===== config.mk =====
export PLATFORM = sky130hd
export DESIGN_NAME = serial_memory_status_protect
export DESIGN_NICKNAME = d
export VERILOG_FILES = /design/src/status_protect_pkg.sv /design/src/write_timer.sv /design/src/duty_divider.sv /design/src/serial_memory_status_protect.sv
export VERILOG_INCLUDE_DIRS = /design/src
export SDC_FILE = /design/constraint.sdc
export NUM_CORES = 1
export LEC_CHECK = 0
export BUFFER_PORTS_ARGS = -buffer_cell sky130_fd_sc_hd__buf_2
export CORE_UTILIZATION = 50
export CTS_CLUSTER_DIAMETER = 60
export DETAILED_ROUTE_END_ITERATION = 7
export PLACE_DENSITY = 0.76
export SYNTH_ARGS = -nofsm -noshare
export SYNTH_HDL_FRONTEND = slang
export SYNTH_SLANG_ARGS = --single-unit

===== constraint.sdc =====
create_clock -name clock -period 2.5 [get_ports clock]
set_input_delay 0.25 -clock clock [delete_from_list [all_inputs] [get_ports clock]]
set_output_delay 0.25 -clock clock [all_outputs]
set_load 0.05 [all_outputs]

===== src/status_protect_cfg.svh =====
`ifndef STATUS_PROTECT_CFG_SVH
`define STATUS_PROTECT_CFG_SVH

// Instruction codes seen at the end of a frame
`define OP_STATUS_WRITE 8'h01
`define OP_ARRAY_WRITE 8'h02
`define OP_ARRAY_READ 8'h03
`define OP_WRITE_DISABLE 8'h04
`define OP_STATUS_READ 8'h05
`define OP_WRITE_ENABLE 8'h06
`define OP_STATUS2_WRITE 8'h31
`define OP_DEEP_SLEEP 8'h79

// Status byte one fields
`define S1_LOCK_BIT 7
`define S1_SLEEP_BIT 4
`define S1_BP_HIGH_BIT 3
`define S1_BP_LOW_BIT 2
`define S1_LATCH_BIT 1
`define S1_BUSY_BIT 0

// Status byte two fields
`define S2_SLOW_BIT 1
`define S2_AUTO_BIT 0

// Serial clock counts that make a frame complete
`define BITS_SHORT 12'h008
`define BITS_STATUS_WRITE 12'h010
`define BITS_ARRAY_HEADER 12'h018
`define PAGE_BYTES 64

// Self-timed write durations
`define CLOCK_PERIOD_NS 20
`define ARRAY_WRITE_TIME_NS 100000
`define STATUS1_WRITE_TIME_NS 100000
`define STATUS2_WRITE_TIME_NS 1000
`define ARRAY_WRITE_CYCLES (`ARRAY_WRITE_TIME_NS / `CLOCK_PERIOD_NS)
`define STATUS1_WRITE_CYCLES (`STATUS1_WRITE_TIME_NS / `CLOCK_PERIOD_NS)
`define STATUS2_WRITE_CYCLES (`STATUS2_WRITE_TIME_NS / `CLOCK_PERIOD_NS)

// Oscillator slowdown duty pattern
`define SLOW_PERIOD 16
`define SLOW_ACTIVE 4

// Non-volatile cell contents at power-up
`define RESET_LOCK 1'b0
`define RESET_BP 2'h0
`define RESET_SLOW 1'b0
`define RESET_AUTO 1'b0

`endif


===== src/status_protect_pkg.sv =====
package status_protect_pkg;

   typedef enum logic [1:0] {
      ST_IDLE = 2'b00,
      ST_WRITING = 2'b01,
      ST_SLEEP = 2'b10
   } mode_e;

   typedef enum logic [1:0] {
      JOB_NONE = 2'b00,
      JOB_STATUS1 = 2'b01,
      JOB_STATUS2 = 2'b10,
      JOB_ARRAY = 2'b11
   } job_e;

   typedef logic [23:0] count_t;

   typedef struct packed {
      mode_e mode;
      job_e job;
      logic lock;
      logic [1:0] bp;
      logic write_latch;
      logic slow_sel;
      logic auto_sel;
      logic [7:0] status_one;
      logic [7:0] status_two;
      logic array_go;
      logic [14:0] array_addr;
      logic ignored;
   } ctrl_s;

   typedef struct packed {
      logic running;
      count_t count;
      logic done;
   } timer_s;

   typedef struct packed {
      logic [15:0] phase;
      logic tick;
   } duty_s;

endpackage


===== src/write_timer.sv =====
`timescale 1ns/10ps
`include "status_protect_cfg.svh"

module write_timer (
   input wire logic clock,
   input wire logic rst,
   input wire logic start,
   input wire status_protect_pkg::count_t load,
   input wire logic tick,
   output logic running,
   output logic done
);
   status_protect_pkg::timer_s cur_reg;
   status_protect_pkg::timer_s cur_next;

   always_comb begin
      cur_next = cur_reg;
      cur_next.done = 1'b0;
      if (start) begin
         cur_next.running = 1'b1;
         cur_next.count = (load == '0) ? 24'h000001 : load;
      end else if (cur_reg.running && tick) begin
         if (cur_reg.count == 24'h000001) begin
            cur_next.running = 1'b0;
            cur_next.done = 1'b1;
         end else begin
            cur_next.count = cur_reg.count - 24'h000001;
         end
      end
   end

   always_ff @(posedge clock) begin
      if (rst) begin
         cur_reg <= '0;
      end else begin
         cur_reg <= cur_next;
      end
   end

   assign running = cur_reg.running;
   assign done = cur_reg.done;
endmodule


===== src/duty_divider.sv =====
`timescale 1ns/10ps
`include "status_protect_cfg.svh"

module duty_divider #(
   parameter int PERIOD = `SLOW_PERIOD,
   parameter int ACTIVE = `SLOW_ACTIVE
) (
   input wire logic clock,
   input wire logic rst,
   input wire logic slow,
   output logic tick
);
   status_protect_pkg::duty_s cur_reg;
   status_protect_pkg::duty_s cur_next;

   // Full speed ticks every cycle; slow mode bursts then idles
   always_comb begin
      cur_next = cur_reg;
      if (cur_reg.phase == 16'(PERIOD - 1)) begin
         cur_next.phase = 16'h0000;
      end else begin
         cur_next.phase = cur_reg.phase + 16'h0001;
      end
      cur_next.tick = !slow || (cur_next.phase < 16'(ACTIVE));
   end

   always_ff @(posedge clock) begin
      if (rst) begin
         cur_reg <= '0;
      end else begin
         cur_reg <= cur_next;
      end
   end

   assign tick = cur_reg.tick;
endmodule


===== src/serial_memory_status_protect.sv =====
`timescale 1ns/10ps
`include "status_protect_cfg.svh"
// Contract
// - Status register is two bytes; byte one holds busy, latch, config.
// - Both status bytes are readable every cycle, even while writing.
// - Byte one: lock, 0, 0, sleep, protect high, protect low, latch, busy.
// - Busy reads 1 during a self-timed write, else 0.
// - Write latch reads 1 when writing is enabled, 0 otherwise.
// - Sleep flag is read-only and volatile, pollable for readiness.
// - Sleep flag reads 1 in deep sleep, 0 in standby or active.
// - Reserved bits of both bytes always read zero.
// - Lock bit is non-volatile; once 1, byte one refuses writes.
// - Two non-volatile block-protect bits select the shielded array region.
// - A status write changes only protect bits and lock bit.
// - Protect codes: none, 6000-7FFF, 4000-7FFF, whole 0-7FFF.
// - Byte two holds only slowdown select bit 1, auto sleep bit 0.
// - Auto sleep bit picks standby or deep sleep after an array or byte-one write.
// - Slowdown bit makes the write timer run on a duty pattern.
// - Write frames with a wrong clock count are ignored.
// - Program and status writes are ignored while the latch is clear.
// - Latch clears at power-up, on write disable and when a self-timed write finishes.
// - Byte-two write sets busy; finishing clears busy and latch.
module serial_memory_status_protect #(
   parameter int ARRAY_WRITE_CYCLES = `ARRAY_WRITE_CYCLES,
   parameter int STATUS1_WRITE_CYCLES = `STATUS1_WRITE_CYCLES,
   parameter int PAGE_BYTES = `PAGE_BYTES
) (
   input wire logic clock,
   input wire logic rst,
   input wire logic cmd_valid,
   input wire logic [7:0] cmd_code,
   input wire logic [11:0] cmd_bits,
   input wire logic [7:0] cmd_data,
   input wire logic [14:0] cmd_addr,
   input wire logic exit_sleep,
   output logic [7:0] status_byte_one,
   output logic [7:0] status_byte_two,
   output logic array_write_start,
   output logic [14:0] array_write_addr,
   output logic cmd_ignored,
   output logic osc_slow_active
);
   localparam int STATUS2_WRITE_CYCLES = `STATUS2_WRITE_CYCLES;
   localparam logic [11:0] ARRAY_BITS_MIN = 12'(`BITS_ARRAY_HEADER + 8);
   localparam logic [11:0] ARRAY_BITS_MAX =
      12'(`BITS_ARRAY_HEADER + 8 * PAGE_BYTES);

   status_protect_pkg::ctrl_s cur_reg;
   status_protect_pkg::ctrl_s cur_next;

   logic timer_start;
   status_protect_pkg::count_t timer_load;
   logic timer_running;
   logic timer_done;
   logic duty_tick;
   logic slowing;

   // Page writes never cross an 8K boundary, so the start address decides
   function automatic logic in_protected(input logic [1:0] bp,
                                         input logic [14:0] addr);
      logic hit;
      hit = 1'b0;
      unique case (bp)
         2'b00: hit = 1'b0;
         2'b01: hit = (addr[14:13] == 2'b11);
         2'b10: hit = addr[14];
         2'b11: hit = 1'b1;
      endcase
      return hit;
   endfunction

   logic is_read;
   logic bits_short_ok;
   logic bits_status_ok;
   logic bits_array_ok;
   logic target_protected;

   assign is_read = (cmd_code == `OP_STATUS_READ) ||
                    (cmd_code == `OP_ARRAY_READ);
   assign bits_short_ok = (cmd_bits == `BITS_SHORT);
   assign bits_status_ok = (cmd_bits == `BITS_STATUS_WRITE);
   assign bits_array_ok = (cmd_bits >= ARRAY_BITS_MIN) &&
                          (cmd_bits <= ARRAY_BITS_MAX) &&
                          (cmd_bits[2:0] == 3'h0);
   assign target_protected = in_protected(cur_reg.bp, cmd_addr);

   always_comb begin
      cur_next = cur_reg;
      cur_next.array_go = 1'b0;
      cur_next.ignored = 1'b0;
      timer_start = 1'b0;
      timer_load = 24'(ARRAY_WRITE_CYCLES);
      unique case (cur_reg.mode)
         status_protect_pkg::ST_IDLE: begin
            if (cmd_valid && !is_read) begin
               cur_next.ignored = 1'b1;
               unique case (cmd_code)
                  `OP_WRITE_ENABLE: begin
                     if (bits_short_ok) begin
                        cur_next.write_latch = 1'b1;
                        cur_next.ignored = 1'b0;
                     end
                  end
                  `OP_WRITE_DISABLE: begin
                     if (bits_short_ok) begin
                        cur_next.write_latch = 1'b0;
                        cur_next.ignored = 1'b0;
                     end
                  end
                  `OP_STATUS_WRITE: begin
                     // Locked byte one refuses, latch kept
                     if (bits_status_ok && cur_reg.write_latch && !cur_reg.lock) begin
                        // Only lock and protect bits change
                        cur_next.lock = cmd_data[`S1_LOCK_BIT];
                        cur_next.bp = {cmd_data[`S1_BP_HIGH_BIT],
                                       cmd_data[`S1_BP_LOW_BIT]};
                        cur_next.mode = status_protect_pkg::ST_WRITING;
                        cur_next.job = status_protect_pkg::JOB_STATUS1;
                        timer_start = 1'b1;
                        timer_load = 24'(STATUS1_WRITE_CYCLES);
                        cur_next.ignored = 1'b0;
                     end
                  end
                  `OP_STATUS2_WRITE: begin
                     if (bits_status_ok && cur_reg.write_latch) begin
                        cur_next.slow_sel = cmd_data[`S2_SLOW_BIT];
                        cur_next.auto_sel = cmd_data[`S2_AUTO_BIT];
                        cur_next.mode = status_protect_pkg::ST_WRITING;
                        cur_next.job = status_protect_pkg::JOB_STATUS2;
                        timer_start = 1'b1;
                        timer_load = 24'(STATUS2_WRITE_CYCLES);
                        cur_next.ignored = 1'b0;
                     end
                  end
                  `OP_ARRAY_WRITE: begin
                     // Protected target: no array cycle at all
                     if (bits_array_ok && cur_reg.write_latch && !target_protected) begin
                        cur_next.array_go = 1'b1;
                        cur_next.array_addr = cmd_addr;
                        cur_next.mode = status_protect_pkg::ST_WRITING;
                        cur_next.job = status_protect_pkg::JOB_ARRAY;
                        timer_start = 1'b1;
                        timer_load = 24'(ARRAY_WRITE_CYCLES);
                        cur_next.ignored = 1'b0;
                     end
                  end
                  `OP_DEEP_SLEEP: begin
                     if (bits_short_ok) begin
                        cur_next.mode = status_protect_pkg::ST_SLEEP;
                        cur_next.ignored = 1'b0;
                     end
                  end
                  default: begin
                     cur_next.ignored = 1'b0;
                  end
               endcase
            end
         end
         status_protect_pkg::ST_WRITING: begin
            // Only status and array reads are served while the cell write runs
            cur_next.ignored = cmd_valid && !is_read;
            if (timer_done) begin
               cur_next.write_latch = 1'b0;
               cur_next.job = status_protect_pkg::JOB_NONE;
               // Byte-two write never ends in deep sleep
               if (cur_reg.auto_sel &&
                   cur_reg.job != status_protect_pkg::JOB_STATUS2) begin
                  cur_next.mode = status_protect_pkg::ST_SLEEP;
               end else begin
                  cur_next.mode = status_protect_pkg::ST_IDLE;
               end
            end
         end
         status_protect_pkg::ST_SLEEP: begin
            cur_next.ignored = cmd_valid && !is_read;
            if (exit_sleep) begin
               cur_next.mode = status_protect_pkg::ST_IDLE;
            end
         end
         default: begin
            cur_next.mode = status_protect_pkg::ST_IDLE;
         end
      endcase
      // Image built from next state so reads never lag
      cur_next.status_one = 8'h00;
      cur_next.status_one[`S1_LOCK_BIT] = cur_next.lock;
      cur_next.status_one[`S1_SLEEP_BIT] =
         (cur_next.mode == status_protect_pkg::ST_SLEEP);
      cur_next.status_one[`S1_BP_HIGH_BIT] = cur_next.bp[1];
      cur_next.status_one[`S1_BP_LOW_BIT] = cur_next.bp[0];
      cur_next.status_one[`S1_LATCH_BIT] = cur_next.write_latch;
      cur_next.status_one[`S1_BUSY_BIT] =
         (cur_next.mode == status_protect_pkg::ST_WRITING);
      cur_next.status_two = 8'h00;
      cur_next.status_two[`S2_SLOW_BIT] = cur_next.slow_sel;
      cur_next.status_two[`S2_AUTO_BIT] = cur_next.auto_sel;
   end

   // Non-volatile cells are loaded with the fixed RESET_LOCK, RESET_BP, RESET_SLOW and RESET_AUTO values
   always_ff @(posedge clock) begin
      if (rst) begin
         cur_reg.mode <= status_protect_pkg::ST_IDLE;
         cur_reg.job <= status_protect_pkg::JOB_NONE;
         cur_reg.lock <= `RESET_LOCK;
         cur_reg.bp <= `RESET_BP;
         cur_reg.write_latch <= 1'b0;
         cur_reg.slow_sel <= `RESET_SLOW;
         cur_reg.auto_sel <= `RESET_AUTO;
         cur_reg.status_one <= {`RESET_LOCK, 3'h0, `RESET_BP, 2'h0};
         cur_reg.status_two <= {6'h00, `RESET_SLOW, `RESET_AUTO};
         cur_reg.array_go <= 1'b0;
         cur_reg.array_addr <= 15'h0000;
         cur_reg.ignored <= 1'b0;
      end else begin
         cur_reg <= cur_next;
      end
   end

   assign slowing = cur_reg.slow_sel && timer_running;

   duty_divider #(
      .PERIOD(`SLOW_PERIOD),
      .ACTIVE(`SLOW_ACTIVE)
   ) u_duty (
      .clock(clock),
      .rst(rst),
      .slow(slowing),
      .tick(duty_tick)
   );

   write_timer u_timer (
      .clock(clock),
      .rst(rst),
      .start(timer_start),
      .load(timer_load),
      .tick(duty_tick),
      .running(timer_running),
      .done(timer_done)
   );

   assign status_byte_one = cur_reg.status_one;
   assign status_byte_two = cur_reg.status_two;
   assign array_write_start = cur_reg.array_go;
   assign array_write_addr = cur_reg.array_addr;
   assign cmd_ignored = cur_reg.ignored;
   assign osc_slow_active = slowing;

   logic idle_now;
   assign idle_now = (cur_reg.mode == status_protect_pkg::ST_IDLE);
endmodule


# Word level (Yosys, flattened, before mapping)
# Index checks and enable logic that the tools add are counted.
# classes
n_addsub	2
n_lt_le_gt_ge	3
n_eq_ne	28
muxes	47
n_bitwise	4
n_reduce_logical	31
# op_table
operator	count
$mux 13	5
$mux 26	1
$mux 25	1
$eq 24x1->1 const B	1
$eq 8x3->1 const B	3
$logic_not 24->1	1
$mux 24	1
$sub 24x1->24 const B	1
$mux 17	1
$add 16x1->16 const B	1
$eq 16x4->1 const B	1
$eq 8x2->1 const B	2
$lt 16x3->1 const B	1
$mux 16	1
$mux 1	14
$eq 12x4->1 const B	1
$eq 12x5->1 const B	1
$ge 12x6->1 const B	1
$le 12x10->1 const B	1
$mux 2	6
$mux 4	3
$pmux 2 s3	2
$eq 2x2->1 const B	5
$logic_and 1x1->1	10
other kinds (28)	50
# totals
ff_bits	86
in_bits	47
out_inout_bits	34
word_cells	134

# Depth between registers and ports, before layout
# Gate-level depths: netlist of the first run.
# logic_depth
depth_word	11
ltp_mapped	11
mapped_depth_nobuf	9

# Cells and area by module
# Synthesis of the first run repeated with hierarchy kept, for this count alone.
# unflattened
cells_unflattened	544
area_unflattened_um2	4636.9
# modules_own_cells
mod	n_inst	cells_each	area_per_inst_um2	seq_area_each_um2
serial_memory_status_protect	1	199	1890.6	580.6
write_timer	1	219	1716.6	520.5
duty_divider	1	126	1029.7	340.3

# Worst setup path after synthesis of the first run
# No wires, ideal clock.
# synth_path
path_kind	input-to-reg
startpoint	input port cmd_bits[0]
endpoint	register u_timer.cur_reg[23] in the netlist's numbering
setup_ns	0.117
t_arrival_ns	2.337
t_required_ns	2.383
setup_slack_ns	0.047
stages	7
path_buffers	0
cell_sequence	or4_4 > or2_4 > or4_4 > a21oi_4 > nor4_4 > a21o_1 > a22o_1
# synth_between
elab_chain_len	11
elab_cells_between_ends	20
cone_classes	2 x order compare; 2 x eq/ne; 7 x mux; 9 x reduce/logical
# synth_lines
item	line_no	source
from (decl)	serial_memory_status_protect.sv:32	input wire logic [11:0] cmd_bits,
$ge 12x6->1 / $le 12x10->1 (equally long branches)	serial_memory_status_protect.sv:82, serial_memory_status_protect.sv:83	
$logic_and 1x1->1	serial_memory_status_protect.sv:82	assign bits_array_ok = (cmd_bits >= ARRAY_BITS_MIN) &&
$logic_and 1x1->1	serial_memory_status_protect.sv:83	(cmd_bits <= ARRAY_BITS_MAX) &&
$logic_and 1x1->1 (2 in a row)	serial_memory_status_protect.sv:137	if (bits_array_ok && cur_reg.write_latch && !target_protected) begin
$mux 1	serial_memory_status_protect.sv:137	
$pmux 1 s3 (*)	serial_memory_status_protect.sv:97	unique case (cmd_code)
$mux 1 (*)	serial_memory_status_protect.sv:95	if (cmd_valid && !is_read) begin
$mux 1 (*)	serial_memory_status_protect.sv:93	unique case (cur_reg.mode)
$ne 2x2->1 (no source line) / $reduce_bool 2->1 (equally long branches)	n/a	
$reduce_and 2->1 (no source line)	n/a	
to (signal assigned)	write_timer.sv:36	cur_reg <= cur_next;
to (decl)	write_timer.sv:13	status_protect_pkg::timer_s cur_reg;
# Mark *: on every way between the ends. The rest lies on a longest branch, timed or not.
# A chain may end at the register's enable or synchronous reset.

# Worst setup path in the final report of the first run
# layout_path
startpoint	register u_timer.cur_reg[11] in the netlist's numbering
endpoint	register u_timer.cur_reg[6] in the netlist's numbering
# layout_between
elab_chain_len	3
# layout_lines
item	line_no	source
$eq 24x1->1	write_timer.sv:23	if (cur_reg.count == 24'h000001) begin
$ne 2x2->1 (no source line)	n/a	
$reduce_and 2->1 (no source line)	n/a	
# Every way passes these cells.

==> results.md, run 1 <==
Power:
- For this design the total switching power over the nets is 0.0005355 W.
- The total leakage power is 1.922 nW.
- Of the total power, registers draw 0.495.
- The share of total power dissipated in the clock network is 0.437.
- Of the total power, combinational logic draws 0.068.
- The cell-internal power is 0.001801 W.
- The ratio of total power to cell area is 494.9 nW/um^2.
- VDD sags by at most 0.2915 mV.
- The switching share of total power is 0.2292.

GRT:
- Entering global routing, the biggest net connects 26 pins.
- The sum of overflow across all layers after global routing is 0.
- The initial antenna violation count is 0.
- The global-route wire length before repair is 14,940 um.
- The number of global-route vias before repair is 3,408.
- The all-layer global routing usage is 0.2168.

Clock network:
- The clock latency on the worst-skew pair is 0.34 ns.
- The number of clock buffers inserted by TritonCTS is 9.
- The clock-pin slew on the worst setup and hold paths is 0.07 ns.
- The tree built by TritonCTS fans out to 72 sinks.
- The number of hold buffers added after CTS was 0.
- The post-cts repair resize count is 0.
- The cell sitting at the root of the clock tree is a sky130_fd_sc_hd__clkbuf_8.
- The TritonCTS clock tree is done.
- The longest clock path from root to sink contains 2 buffers.
- The maximum level of the CTS H-tree is 3.
- The number of post-CTS setup repair buffers is 0.

Place:
- After legalization and detailed placement, the total HPWL measured 6698 um.
- Port buffering added 69 buffers.
- Once placement finished, the instance area stood at 4499 sq um.
- Routability-driven placement finished with a final weighted congestion of 0.9253.

Timing:
- The final setup violation count is 0.
- At the pin with the least slew margin, the transition time is 0.5197 ns.
- The number of endpoints with negative hold slack in the final report is 0.
- Of the available clock period, the critical path in the final layout requires 0.9149.
- The worst-case headroom to the max-slew limit is 0.6503.
- The number of pins with negative max-slew slack in the final report came to 0.
- The minimum period implied by the final worst setup slack is 2.287 ns.
- Clock skew on the completed layout was measured at 0.005037 ns.
- Setup repair after global routing left no endpoint under its margin.
- Static timing analysis puts the maximum clock frequency at 437.2 MHz.

Logic synthesis:
- For this run, the number of Yosys warnings is 0.
- The average instance in the mapped netlist occupies 8.082 sq um.
- For this run, asynchronously set or reset flops after synthesis account for 0.
- For this run, the register share of the synthesized area comes to 0.3532.
- The number of synthesized flops with an enable pin is 0.
- The primary flip-flop cell chosen by synthesis mapping is sky130_fd_sc_hd__dfxtp_1.
- The number of distinct library cells after synthesis is 70.
- The number of storage elements in the synthesis netlist is 72.
- The total standard cell area after synthesis is 4081 sq um.
- The number of standard cells after synthesis is 505.

Detailed routing:
- The final layout contains routed wiring with a total length of 8905 um.
- In the detailed route, the total length drawn on met3 is 438 um.
- The highest metal layer carrying signal wires in the routed design is met4.
- The via count is 3,706.
- The residual antenna-violating net count after detailed routing is 0.
- The routed wirelength normalized by instance count is 13.06 um.
- The post-route DRC violation count is 0.
- The wire length on met1 is 4240 um.
- Detailed routing placed a total of 4142 um of wire on met2.
- The detailed-route vias per instance is 5.434.
- The first-pass iteration count of the detailed router is 5.
- The iteration-0 DRC count of the detailed router is 292.

Critical path:
- Of all nets on the critical path, the largest fanout is 11.
- The setup path with the least slack is of type flop to flop.
- At the worst endpoint, the arrival time is 2.51 ns.
- The number of buffers and inverters on the critical path is 1.
- The launching element type of the critical path is a flop.
- The signal on the critical path passes through or4_1 > nand3b_1 > o311a_1 > nand3b_4 > buf_4 > a22oi_1 > nor2_1.
- The cell family with the largest share of critical-path delay is simple AND/OR/NAND/NOR gates.
- The worst setup path is captured at a flop.
- The critical path data required time is 2.72 ns.
- The highest cell delay on the worst timing path is 0.60 ns.
- On the critical path, the stage with the largest delay is an instance of sky130_fd_sc_hd__or4_1.

Cells and area:
- The area added between synthesis and finish is 15.67%.
- The number of flip-flops under the largest register name is 24.
- In the layout the commonest cells are sky130_fd_sc_hd__dfxtp_1, sky130_fd_sc_hd__buf_2, sky130_fd_sc_hd__nand2_1.
- The share of layout cells above drive strength 1 is 0.2414.
- The most common cell after layout, fill and taps aside is sky130_fd_sc_hd__dfxtp_1.
- The diode insertion count for antenna repair is 0.
- The final-layout fill cell count is 688.
- The core utilization of the finished layout is 0.6046.
- The area of all placed cells without fillers is 4721 sq um.
- At the end of the flow, the number of nets in the layout was 629.

Die:
- The die width is 92.35 um.
- The overall die height is 92.35 um.
- In this run the core area contains 32 standard-cell rows.
- The region available for standard cell placement spans 7807 sq um.
- The die area is 8529 sq um.
- The number of ports placed on the die boundary is 81.
- For this configuration, the core starts out at a cell density of 0.5228.

Job:
- Across the run, the number of max-cap violations was 0.

Min path:
- The class of the tightest hold or removal check is primary input to flop.

Outcome:
- The flow ran to the end, and the final reports show no timing, DRC or antenna violations.
==> worst min-delay path: stages <==
cell and delay [ns]:
sky130_fd_sc_hd__buf_2 0.07, sky130_fd_sc_hd__mux2i_1 0.05, sky130_fd_sc_hd__nor2_1 0.07
==> synth_stat cells (9+ instances only) <==
master | number | area (sq um)
sky130_fd_sc_hd__dfxtp_1 | 72 | 1441
sky130_fd_sc_hd__nand2_1 | 64 | 240.2
sky130_fd_sc_hd__nor2_1 | 61 | 229.0
sky130_fd_sc_hd__buf_4 | 31 | 232.7
sky130_fd_sc_hd__a21oi_1 | 30 | 150.1
sky130_fd_sc_hd__nand3_1 | 22 | 110.1
sky130_fd_sc_hd__xnor2_1 | 16 | 140.1
sky130_fd_sc_hd__xor2_1 | 16 | 140.1
sky130_fd_sc_hd__nor3_1 | 14 | 70.07
sky130_fd_sc_hd__o21ai_0 | 14 | 70.07
sky130_fd_sc_hd__clkbuf_1 | 13 | 48.80
sky130_fd_sc_hd__nor4_1 | 13 | 81.33
sky130_fd_sc_hd__inv_1 | 10 | 37.54
sky130_fd_sc_hd__o31ai_1 | 9 | 67.56
==> stage by stage <==
step | power, W | std cells | hold WS (ns) | TNS [ns] | setup slack (ns)
3_5_place_dp | 0.001341 | 666 | 0.4420 | -0.1544 | -0.07371
5_1_grt | 0.002408 | 682 | 0.1462 | 0 | 0.04078
4_1_cts | 0.002353 | 682 | 0.1223 | 0 | 0.2057
3_3_place_gp | 0.001337 | 666 | 0.4349 | -0.05876 | -0.05511
2_1_floorplan | 0.001277 | 512 | 0.3333 | 0 | 0.04654
6_report | 0.002336 | 682 | 0.1287 | 0 | 0.2127
==> layout make-up <==
cell class / instances / area [sq um] / area share
clock buffers: 11 / 141.4 / 0.02995
clock inverters: 5 / 80.08 / 0.01696
inverters: 10 / 37.54 / 0.007951
multi-input cells: 380 / 2300 / 0.4871
flip-flops and latches: 72 / 1441 / 0.3053
well taps: 102 / 127.6 / 0.02703
repair buffers: 102 / 593.1 / 0.1256
==> routing by layer <==
| metal | GRT usage | vias up |
|---|---|---|
| li1 | - | 1883 |
| met1 | 0.2750 | 1702 |
| met2 | 0.3636 | 108 |
| met3 | 0.04023 | 13 |
| met4 | 0.08333 | 0 |
| met5 | 0 | - |
==> worst paths after layout <==
path	startpoint	endpoint	slack, ns	depth (start not counted)
max	u_timer.cur_reg[11]	u_timer.cur_reg[6]	0.21	7
min	cmd_data[1]	cur_reg[34]	0.13	3
max reg2reg	u_timer.cur_reg[11]	u_timer.cur_reg[6]	0.21	7
min reg2reg	array_write_addr[5]	array_write_addr[5]	0.45	2
==> power by group through the flow <==
stage | clock network [W] | registers, W | logic [W]
after global placement | 0 | 0.00118 | 0.000154
after global routing | 0.00108 | 0.00116 | 0.000172
after detailed placement | 0 | 0.00118 | 0.000157
final | 0.00102 | 0.00116 | 0.000159
after floorplan | 0 | 0.00118 | 0.0000943
after CTS | 0.00104 | 0.00116 | 0.000158
==> kinds of logic after synthesis <==
family,after synthesis,synth area share
simple gates,245,0.3219
compound gates,83,0.1312
flops,72,0.3532
buf+inv,60,0.08982
xor+xnor,32,0.06867
fa+ha+maj,7,0.02146
mux,5,0.01288
other cells,1,0.0009188
No activity file was read; power rests on OpenSTA's default activity.
==> inputs of run 2 (changes only) <==
--- a/config.mk
+++ b/config.mk
@@ -7,10 +7,12 @@
 export NUM_CORES = 1
 export LEC_CHECK = 0
 export BUFFER_PORTS_ARGS = -buffer_cell sky130_fd_sc_hd__buf_2
-export CORE_UTILIZATION = 50
+export CELL_PAD_IN_SITES_DETAIL_PLACEMENT = 0
+export CELL_PAD_IN_SITES_GLOBAL_PLACEMENT = 2
+export CORE_UTILIZATION = 29
 export CTS_CLUSTER_DIAMETER = 60
 export DETAILED_ROUTE_END_ITERATION = 7
-export PLACE_DENSITY = 0.76
+export PLACE_DENSITY_LB_ADDON = 0.1
 export SYNTH_ARGS = -nofsm -noshare
 export SYNTH_HDL_FRONTEND = slang
 export SYNTH_SLANG_ARGS = --single-unit
==> results.md, run 2 (synthesis results as in run 1) <==
Outcome:
- Result of the run: finished, final reports clean (unchanged).

Place:
- The detailed placement HPWL is 7811 um (was 6698 um).
- The placed instance area is 4705 sq um (was 4499 sq um).
- The routability-driven placement congestion ratio came to 0.7924 (was 0.9253).
- The number of I/O port buffers is 69 (unchanged).

Power:
- The switching share of total power was 0.2257 (was 0.2292).
- The total power of the final layout is 0.002588 W (was 0.002336 W).
- The cell-internal power is 0.002004 W (was 0.001801 W).
- The ratio of total power to cell area came to 518.4 nW/um^2 (was 494.9 nW/um^2).
- The fraction of power consumed by the clock network is 0.490 (was 0.437).
- The proportion of power drawn by combinational gates is 0.062 (was 0.068).
- The power share of the sequential group is 0.448 (was 0.495).
- The switching component of the power came to 0.0005843 W (was 0.0005355 W).
- The peak supply drop is 0.2783 mV (was 0.2915 mV).
- The total leakage power is 2.036 nW (was 1.922 nW).

Critical path:
- The nature of the critical path endpoint was a flop (unchanged).
- The number of buffers and inverters on the critical path is 1 (unchanged).
- The cell at the slowest stage of the critical path is sky130_fd_sc_hd__or4_1 (unchanged).
- The maximum fanout encountered on the critical timing path is 8 (was 11).
- The cell family with the largest share of critical-path delay is simple AND/OR/NAND/NOR gates (unchanged).
- The launching element type of the critical path is a primary input (was flop).
- The worst setup path category is primary input to flop (was flop to flop).
- The data arrival time at the worst-slack endpoint is 2.55 ns (was 2.51 ns).
- The critical path data required time was 2.73 ns (was 2.72 ns).
- The highest cell delay on the worst timing path came to 0.61 ns (was 0.60 ns).
- Critical-path cell list: buf_2 > or4_1 > xnor2_1 > or4_4 > a21oi_4 > nor4_4 > a21o_1 > a22o_1 (was or4_1 > nand3b_1 > o311a_1 > nand3b_4 > buf_4 > a22oi_1 > nor2_1).

Cells and area:
- The number of nets in the finished design was 644 (was 629).
- The final-layout fill cell count was 1,413 (was 688).
- The area added between synthesis and finish was 22.32% (was 15.67%).
- The share of layout cells above drive strength 1 is 0.2593 (was 0.2414).
- Top library cells by usage in the layout, fill and taps aside: sky130_fd_sc_hd__dfxtp_1, sky130_fd_sc_hd__buf_2, sky130_fd_sc_hd__nand2_1 (unchanged).
- The area of all placed cells without fillers came to 4992 sq um (was 4721 sq um).
- The most common cell after layout, fill and taps aside was sky130_fd_sc_hd__dfxtp_1 (unchanged).
- The number of flip-flops under the largest register name is 24 (unchanged).
- The diode insertion count for antenna repair is 0 (unchanged).

GRT:
- The sum of overflow across all layers after global routing was 0 (unchanged).
- The all-layer global routing usage is 0.1540 (was 0.2168).
- The maximum number of pins on one net before global-route repair is 25 (was 26).
- The global routing usage on met3 is 0.04670 (was 0.04023).
- The global-route wire length before repair is 17,500 um (was 14,940 um).
- The global routing usage on met2 is 0.2493 (was 0.3636).
- The global routing met1 resource utilization is 0.1952 (was 0.2750).
- The most utilized layer in the global route result is met2 (unchanged).
- The initial antenna violation count was 0 (unchanged).
- The number of global-route vias before repair was 3,608 (was 3,408).

Timing:
- The maximum achievable frequency is 430.7 MHz (was 437.2 MHz).
- The number of endpoints with negative hold slack in the final report was 0 (unchanged).
- The final setup violation count is 0 (unchanged).
- The number of pins with negative max-slew slack in the final report is 0 (unchanged).
- The clock skew is 0.003039 ns (was 0.005037 ns).
- The worst hold slack is 0.1399 ns (was 0.1287 ns).
- The part of the cycle the worst path needs is 0.9287 (was 0.9149).
- The pin slew with the least headroom to its limit is 0.5991 ns (was 0.5197 ns).
- The minimum period implied by the final worst setup slack was 2.322 ns (was 2.287 ns).
- The worst-case headroom to the max-slew limit is 0.6006 (was 0.6503).
- Setup repair after global routing missed its margin: false (unchanged).

Die:
- The initial standard-cell utilization of the core came to 0.3022 (was 0.5228).
- The overall die height was 120.6 um (was 92.35 um).
- The area inside the core boundary is 13,510 sq um (was 7807 sq um).
- The number of ports placed on the die boundary is 81 (unchanged).
- The die width is 120.6 um (was 92.35 um).
- The row count is 42 (was 32).
- The die area came to 14,550 sq um (was 8529 sq um).

Detailed routing:
- The via count came to 3,712 (was 3,706).
- The total wire length is 10,250 um (was 8905 um).
- The first-pass iteration count of the detailed router is 4 (was 5).
- The routed wirelength normalized by instance count was 13.32 um (was 13.06 um).
- The detailed-route vias per instance is 4.821 (was 5.434).
- The iteration-0 DRC count of the detailed router is 195 (was 292).
- The post-route DRC violation count is 0 (unchanged).
- The residual antenna-violating net count after detailed routing came to 0 (unchanged).

Clock network:
- The hold buffer count at CTS is 0 (unchanged).
- The count of clock tree sinks was 72 (unchanged).
- The TritonCTS clock tree is done (unchanged).
- The number of buffers on the longest clock path is 2 (unchanged).
- The post-cts repair resize count is 0 (unchanged).
- The root cell of the clock tree is sky130_fd_sc_hd__clkbuf_16 (was sky130_fd_sc_hd__clkbuf_8).
- The clock latency on the worst-skew pair came to 0.34 ns (about the same).
- The maximum level of the CTS H-tree is 3 (unchanged).
- The clock-pin slew on the worst setup and hold paths is 0.05 ns (was 0.07 ns).
- The number of post-CTS setup repair buffers came to 0 (unchanged).
- The number of clock buffers inserted by TritonCTS is 9 (unchanged).

Min path:
- The class of the tightest hold or removal check is primary input to flop (unchanged).

Job:
- The max-capacitance violation count was 0 (unchanged).
## run 2: cell types whose count changed in the layout (fill, tap and decap cells not counted), sizes merged
cell | before | now
buf | 102 | 117
bufinv | 2 | 1
clkinv | 1 | 3
clkinvlp | 2 | 0
## run 2: power groups by stage
stage | combinational, W | clock, W | sequential (W)
floorplan | 0.0000943 | 0 | 0.00118
global placement | 0.000160 | 0 | 0.00118
detailed placement | 0.000161 | 0 | 0.00118
CTS | 0.000162 | 0.00132 | 0.00116
global route | 0.000177 | 0.00138 | 0.00116
finish | 0.000161 | 0.00127 | 0.00116
## run 2: final timing paths
check	from	endpoint	slack [ns]	cells after the start
setup reg to reg	u_timer.cur_reg[11]	u_timer.cur_reg[24]	0.20	9
hold / removal	cmd_data[0]	status_byte_two[0]	0.14	3
hold reg to reg	array_write_addr[9]	array_write_addr[9]	0.45	2
setup / recovery	cmd_bits[5]	u_timer.cur_reg[23]	0.18	8
## run 2: worst register-to-register path: cells and delay by family, from the launching register on
family,cells,cell delay (ns)
xor gates and xnor gates,1,0.13
DFF,1,0.35
buffers and inverters,2,0.32
and+or+nand+nor,5,1.03
AOI/OAI and AO/OA,1,0.37
## run 2: metal layers
metal	routed length, um	part of all wire	vias up
met3	441	0.043	8
met1	5020	0.49	1726
met4	114	0.011	0
li1	-	-	1909
met2	4678	0.46	69
met5	0	0	-
## run 2: cell type report
type / instances / area, sq um / share of cell area
inverter: 10 / 37.54 / 0.007519
clock inverter: 4 / 45.04 / 0.009023
tap: 176 / 220.2 / 0.04411
sequential: 72 / 1441 / 0.2887
multi-input combinational: 380 / 2300 / 0.4607
clock buffer: 11 / 242.7 / 0.04862
timing repair buffer: 117 / 705.7 / 0.1414
## run 2: through the flow
stage          cells  utilization  worst slack (ns)  TNS [ns]
2_1_floorplan    512            -           0.04654         0
3_3_place_gp     755       0.3483           -0.1415   -0.9633
3_5_place_dp     755       0.3483           -0.1620    -1.088
4_1_cts          770       0.3697            0.1927         0
5_1_grt          770       0.3697           0.04711         0
6_report         770       0.3697            0.1784         0
==> inputs of run 3 (changes only) <==
--- a/config.mk
+++ b/config.mk
@@ -9,6 +9,7 @@
 export BUFFER_PORTS_ARGS = -buffer_cell sky130_fd_sc_hd__buf_2
 export CELL_PAD_IN_SITES_DETAIL_PLACEMENT = 0
 export CELL_PAD_IN_SITES_GLOBAL_PLACEMENT = 2
+export CORE_ASPECT_RATIO = 0.75
 export CORE_UTILIZATION = 29
 export CTS_CLUSTER_DIAMETER = 60
 export DETAILED_ROUTE_END_ITERATION = 7
==> results.md, run 3 (synthesis results as in run 1) <==
Critical path:
- The data arrival time at the worst-slack endpoint is 2.55 ns (about the same).
- The critical path data required time is 2.74 ns (was 2.73 ns).
- The reg-to-reg setup timing slack is 0.23 ns (was 0.20 ns).
- The launch point of the worst path was cmd_bits[5] (unchanged).
- The worst setup path category is primary input to flop (unchanged).
- The nature of the critical path endpoint is a flop (unchanged).
- The launching element type of the critical path is a primary input (unchanged).
- The terminus of the critical flop-to-flop path is u_timer.cur_reg[24] (unchanged).
- The source of the worst register-to-register timing path was u_timer.cur_reg[12] (was u_timer.cur_reg[11]).
- The cell family with the largest share of critical-path delay is simple AND/OR/NAND/NOR gates (unchanged).
- The maximum fanout encountered on the critical timing path was 7 (was 8).
- The highest cell delay on the worst timing path is 0.60 ns (was 0.61 ns).
- The worst-case reg-to-reg path depth is 9 (unchanged).
- The cell at the slowest stage of the critical path is sky130_fd_sc_hd__or4_1 (unchanged).
- The number of buffers and inverters on the critical path is 2 (was 1).
- Critical-path cell list: buf_2 > or4_1 > xnor2_1 > or4_4 > a21oi_4 > buf_4 > nor4_4 > nand2_1 > o31ai_1 (was buf_2 > or4_1 > xnor2_1 > or4_4 > a21oi_4 > nor4_4 > a21o_1 > a22o_1).

Place:
- The number of I/O port buffers is 69 (unchanged).
- The number of placed instances with taps included is 760 (was 755).
- The detailed placement HPWL is 8278 um (was 7811 um).
- The routability-driven placement congestion ratio is 0.7744 (was 0.7924).

GRT:
- The initial antenna violation count is 0 (unchanged).
- The maximum number of pins on one net before global-route repair is 40 (was 25).
- The all-layer global routing usage was 0.1561 (was 0.1540).
- The number of global-route vias before repair was 3,510 (was 3,608).
- The global-route wire length before repair was 18,120 um (was 17,500 um).
- The sum of overflow across all layers after global routing is 0 (unchanged).

Detailed routing:
- The post-route DRC violation count is 4 (was 0).
- The iteration-0 DRC count of the detailed router was 133 (was 195).
- The residual antenna-violating net count after detailed routing is 0 (unchanged).
- The total wire length came to 10,930 um (was 10,250 um).
- The first-pass iteration count of the detailed router is 8 (was 4).
- The detailed-route vias per instance is 4.744 (was 4.821).
- The routed wirelength normalized by instance count is 14.08 um (was 13.32 um).
- The via count is 3,681 (was 3,712).

Cells and area:
- The area added between synthesis and finish was 23.02% (was 22.32%).
- The number of nets in the finished design came to 650 (was 644).
- The diode insertion count for antenna repair is 0 (unchanged).
- The number of flip-flops under the largest register name is 24 (unchanged).
- Top library cells by usage in the layout, fill and taps aside: sky130_fd_sc_hd__dfxtp_1, sky130_fd_sc_hd__buf_2, sky130_fd_sc_hd__nand2_1 (unchanged).
- The most common cell after layout, fill and taps aside is sky130_fd_sc_hd__dfxtp_1 (unchanged).
- The number of standard cells in the final layout excluding fillers is 776 (was 770).
- The share of layout cells above drive strength 1 is 0.2679 (was 0.2593).
- The core utilization of the finished layout was 0.3664 (was 0.3697).

Timing:
- The number of pins with negative max-slew slack in the final report is 0 (unchanged).
- The minimum period implied by the final worst setup slack came to 2.309 ns (was 2.322 ns).
- The total negative setup slack is 0 ns (unchanged).
- The number of endpoints with negative hold slack in the final report is 0 (unchanged).
- The clock skew is 0.007514 ns (was 0.003039 ns).
- The worst-case headroom to the max-slew limit was 0.5898 (was 0.6006).
- Setup repair after global routing missed its margin: false (unchanged).
- The part of the cycle the worst path needs is 0.9237 (was 0.9287).
- The maximum achievable frequency is 433.0 MHz (was 430.7 MHz).
- The worst hold slack was 0.1498 ns (was 0.1399 ns).
- The pin slew with the least headroom to its limit is 0.6153 ns (was 0.5991 ns).
- The final setup violation count is 0 (unchanged).

Min path:
- The class of the tightest hold or removal check is primary input to flop (unchanged).
- The startpoint of the worst hold path is cmd_data[7] (was cmd_data[0]).
- The hold-critical path endpoint is cur_reg[38] (was status_byte_two[0]).
- The number of instances on the worst hold path is 3 (unchanged).

Die:
- The die area is 14,560 sq um (was 14,550 sq um).
- The overall die height is 104.7 um (was 120.6 um).
- The area inside the core boundary was 13,700 sq um (was 13,510 sq um).
- The row count is 37 (was 42).
- The die width is 139.0 um (was 120.6 um).
- The number of ports placed on the die boundary is 81 (unchanged).
- The initial standard-cell utilization of the core is 0.2978 (was 0.3022).

Clock network:
- The number of clock buffers inserted by TritonCTS is 9 (unchanged).
- The number of post-CTS setup repair buffers is 0 (unchanged).
- The TritonCTS clock tree is done (unchanged).
- The number of buffers on the longest clock path is 2 (unchanged).
- The clock latency on the worst-skew pair was 0.33 ns (was 0.34 ns).
- The maximum level of the CTS H-tree came to 3 (unchanged).
- The hold buffer count at CTS is 0 (unchanged).
- The count of clock tree sinks is 72 (unchanged).
- The post-cts repair resize count is 0 (unchanged).
- The clock-pin slew on the worst setup and hold paths came to 0.06 ns (was 0.05 ns).
- The root cell of the clock tree is sky130_fd_sc_hd__clkbuf_16 (unchanged).

Job:
- The max-capacitance violation count is 0 (unchanged).

Outcome:
- Result of the run: complete, but fails checks (was finished, final reports clean).
- The checks that failed: design-rule violations.

Power:
- The ratio of total power to cell area is 504.4 nW/um^2 (was 518.4 nW/um^2).
- The peak supply drop is 0.3064 mV (was 0.2783 mV).
- The total leakage power is 2.053 nW (was 2.036 nW).
==> run 3: through the flow <==
stage	power, W	setup slack [ns]	area (sq um)
final	0.002532	0.1908	5021
after global routing	0.002647	0.01250	5021
after CTS	0.002589	0.2113	5021
after detailed placement	0.001351	-0.1127	4748
after global placement	0.001351	-0.1205	4748
after floorplan	0.001277	0.04654	4108
==> run 3: how the worst max path moves through the flow <==
| stage | endpoint | cells past startpoint | slack [ns] |
|---|---|---|---|
| 6_report | u_timer.cur_reg[15] | 9 | 0.19 |
| 4_1_cts | u_timer.cur_reg[24] | 9 | 0.21 |
| 3_5_place_dp | u_timer.cur_reg[15] | 9 | -0.11 |
| 5_1_grt | u_timer.cur_reg[15] | 9 | 0.01 |
| 2_1_floorplan | u_timer.cur_reg[23] | 7 | 0.05 |
| 3_3_place_gp | u_timer.cur_reg[15] | 9 | -0.12 |
==> run 3: metal layers <==
layer,global-route usage,up-vias,part of all wire
met5,0,-,0
met2,0.2359,72,0.42
met3,0.03025,8,0.036
li1,-,1926,-
met4,0.04048,0,0.0066
met1,0.2247,1675,0.54
==> run 3: worst min-delay path: cells and delay by family <==
family | cells | cell delay (ns)
and+or+nand+nor | 1 | 0.07
buffers and inverters | 1 | 0.08
AOI/OAI and AO/OA | 1 | 0.05
==> run 3: report_power, final <==
| group | switching, W | internal (W) | leakage, nW | total, W |
|---|---|---|---|---|
| sequential | 0.00000503 | 0.00115 | 0.581 | 0.00116 |
| combinational | 0.0000998 | 0.0000666 | 1.34 | 0.000166 |
| clock | 0.000532 | 0.000676 | 0.133 | 0.00121 |
| total | 0.000637 | 0.00190 | 2.05 | 0.00253 |
==> run 3: layout make-up <==
class / count / area, sq um
flip-flops and latches: 72 / 1441
fillers: 1459 / 8682
well taps: 175 / 219.0
multi-input cells: 380 / 2300
repair buffers: 123 / 750.7
clock buffers: 10 / 229.0
clock inverters: 6 / 43.79
inverters: 10 / 37.54
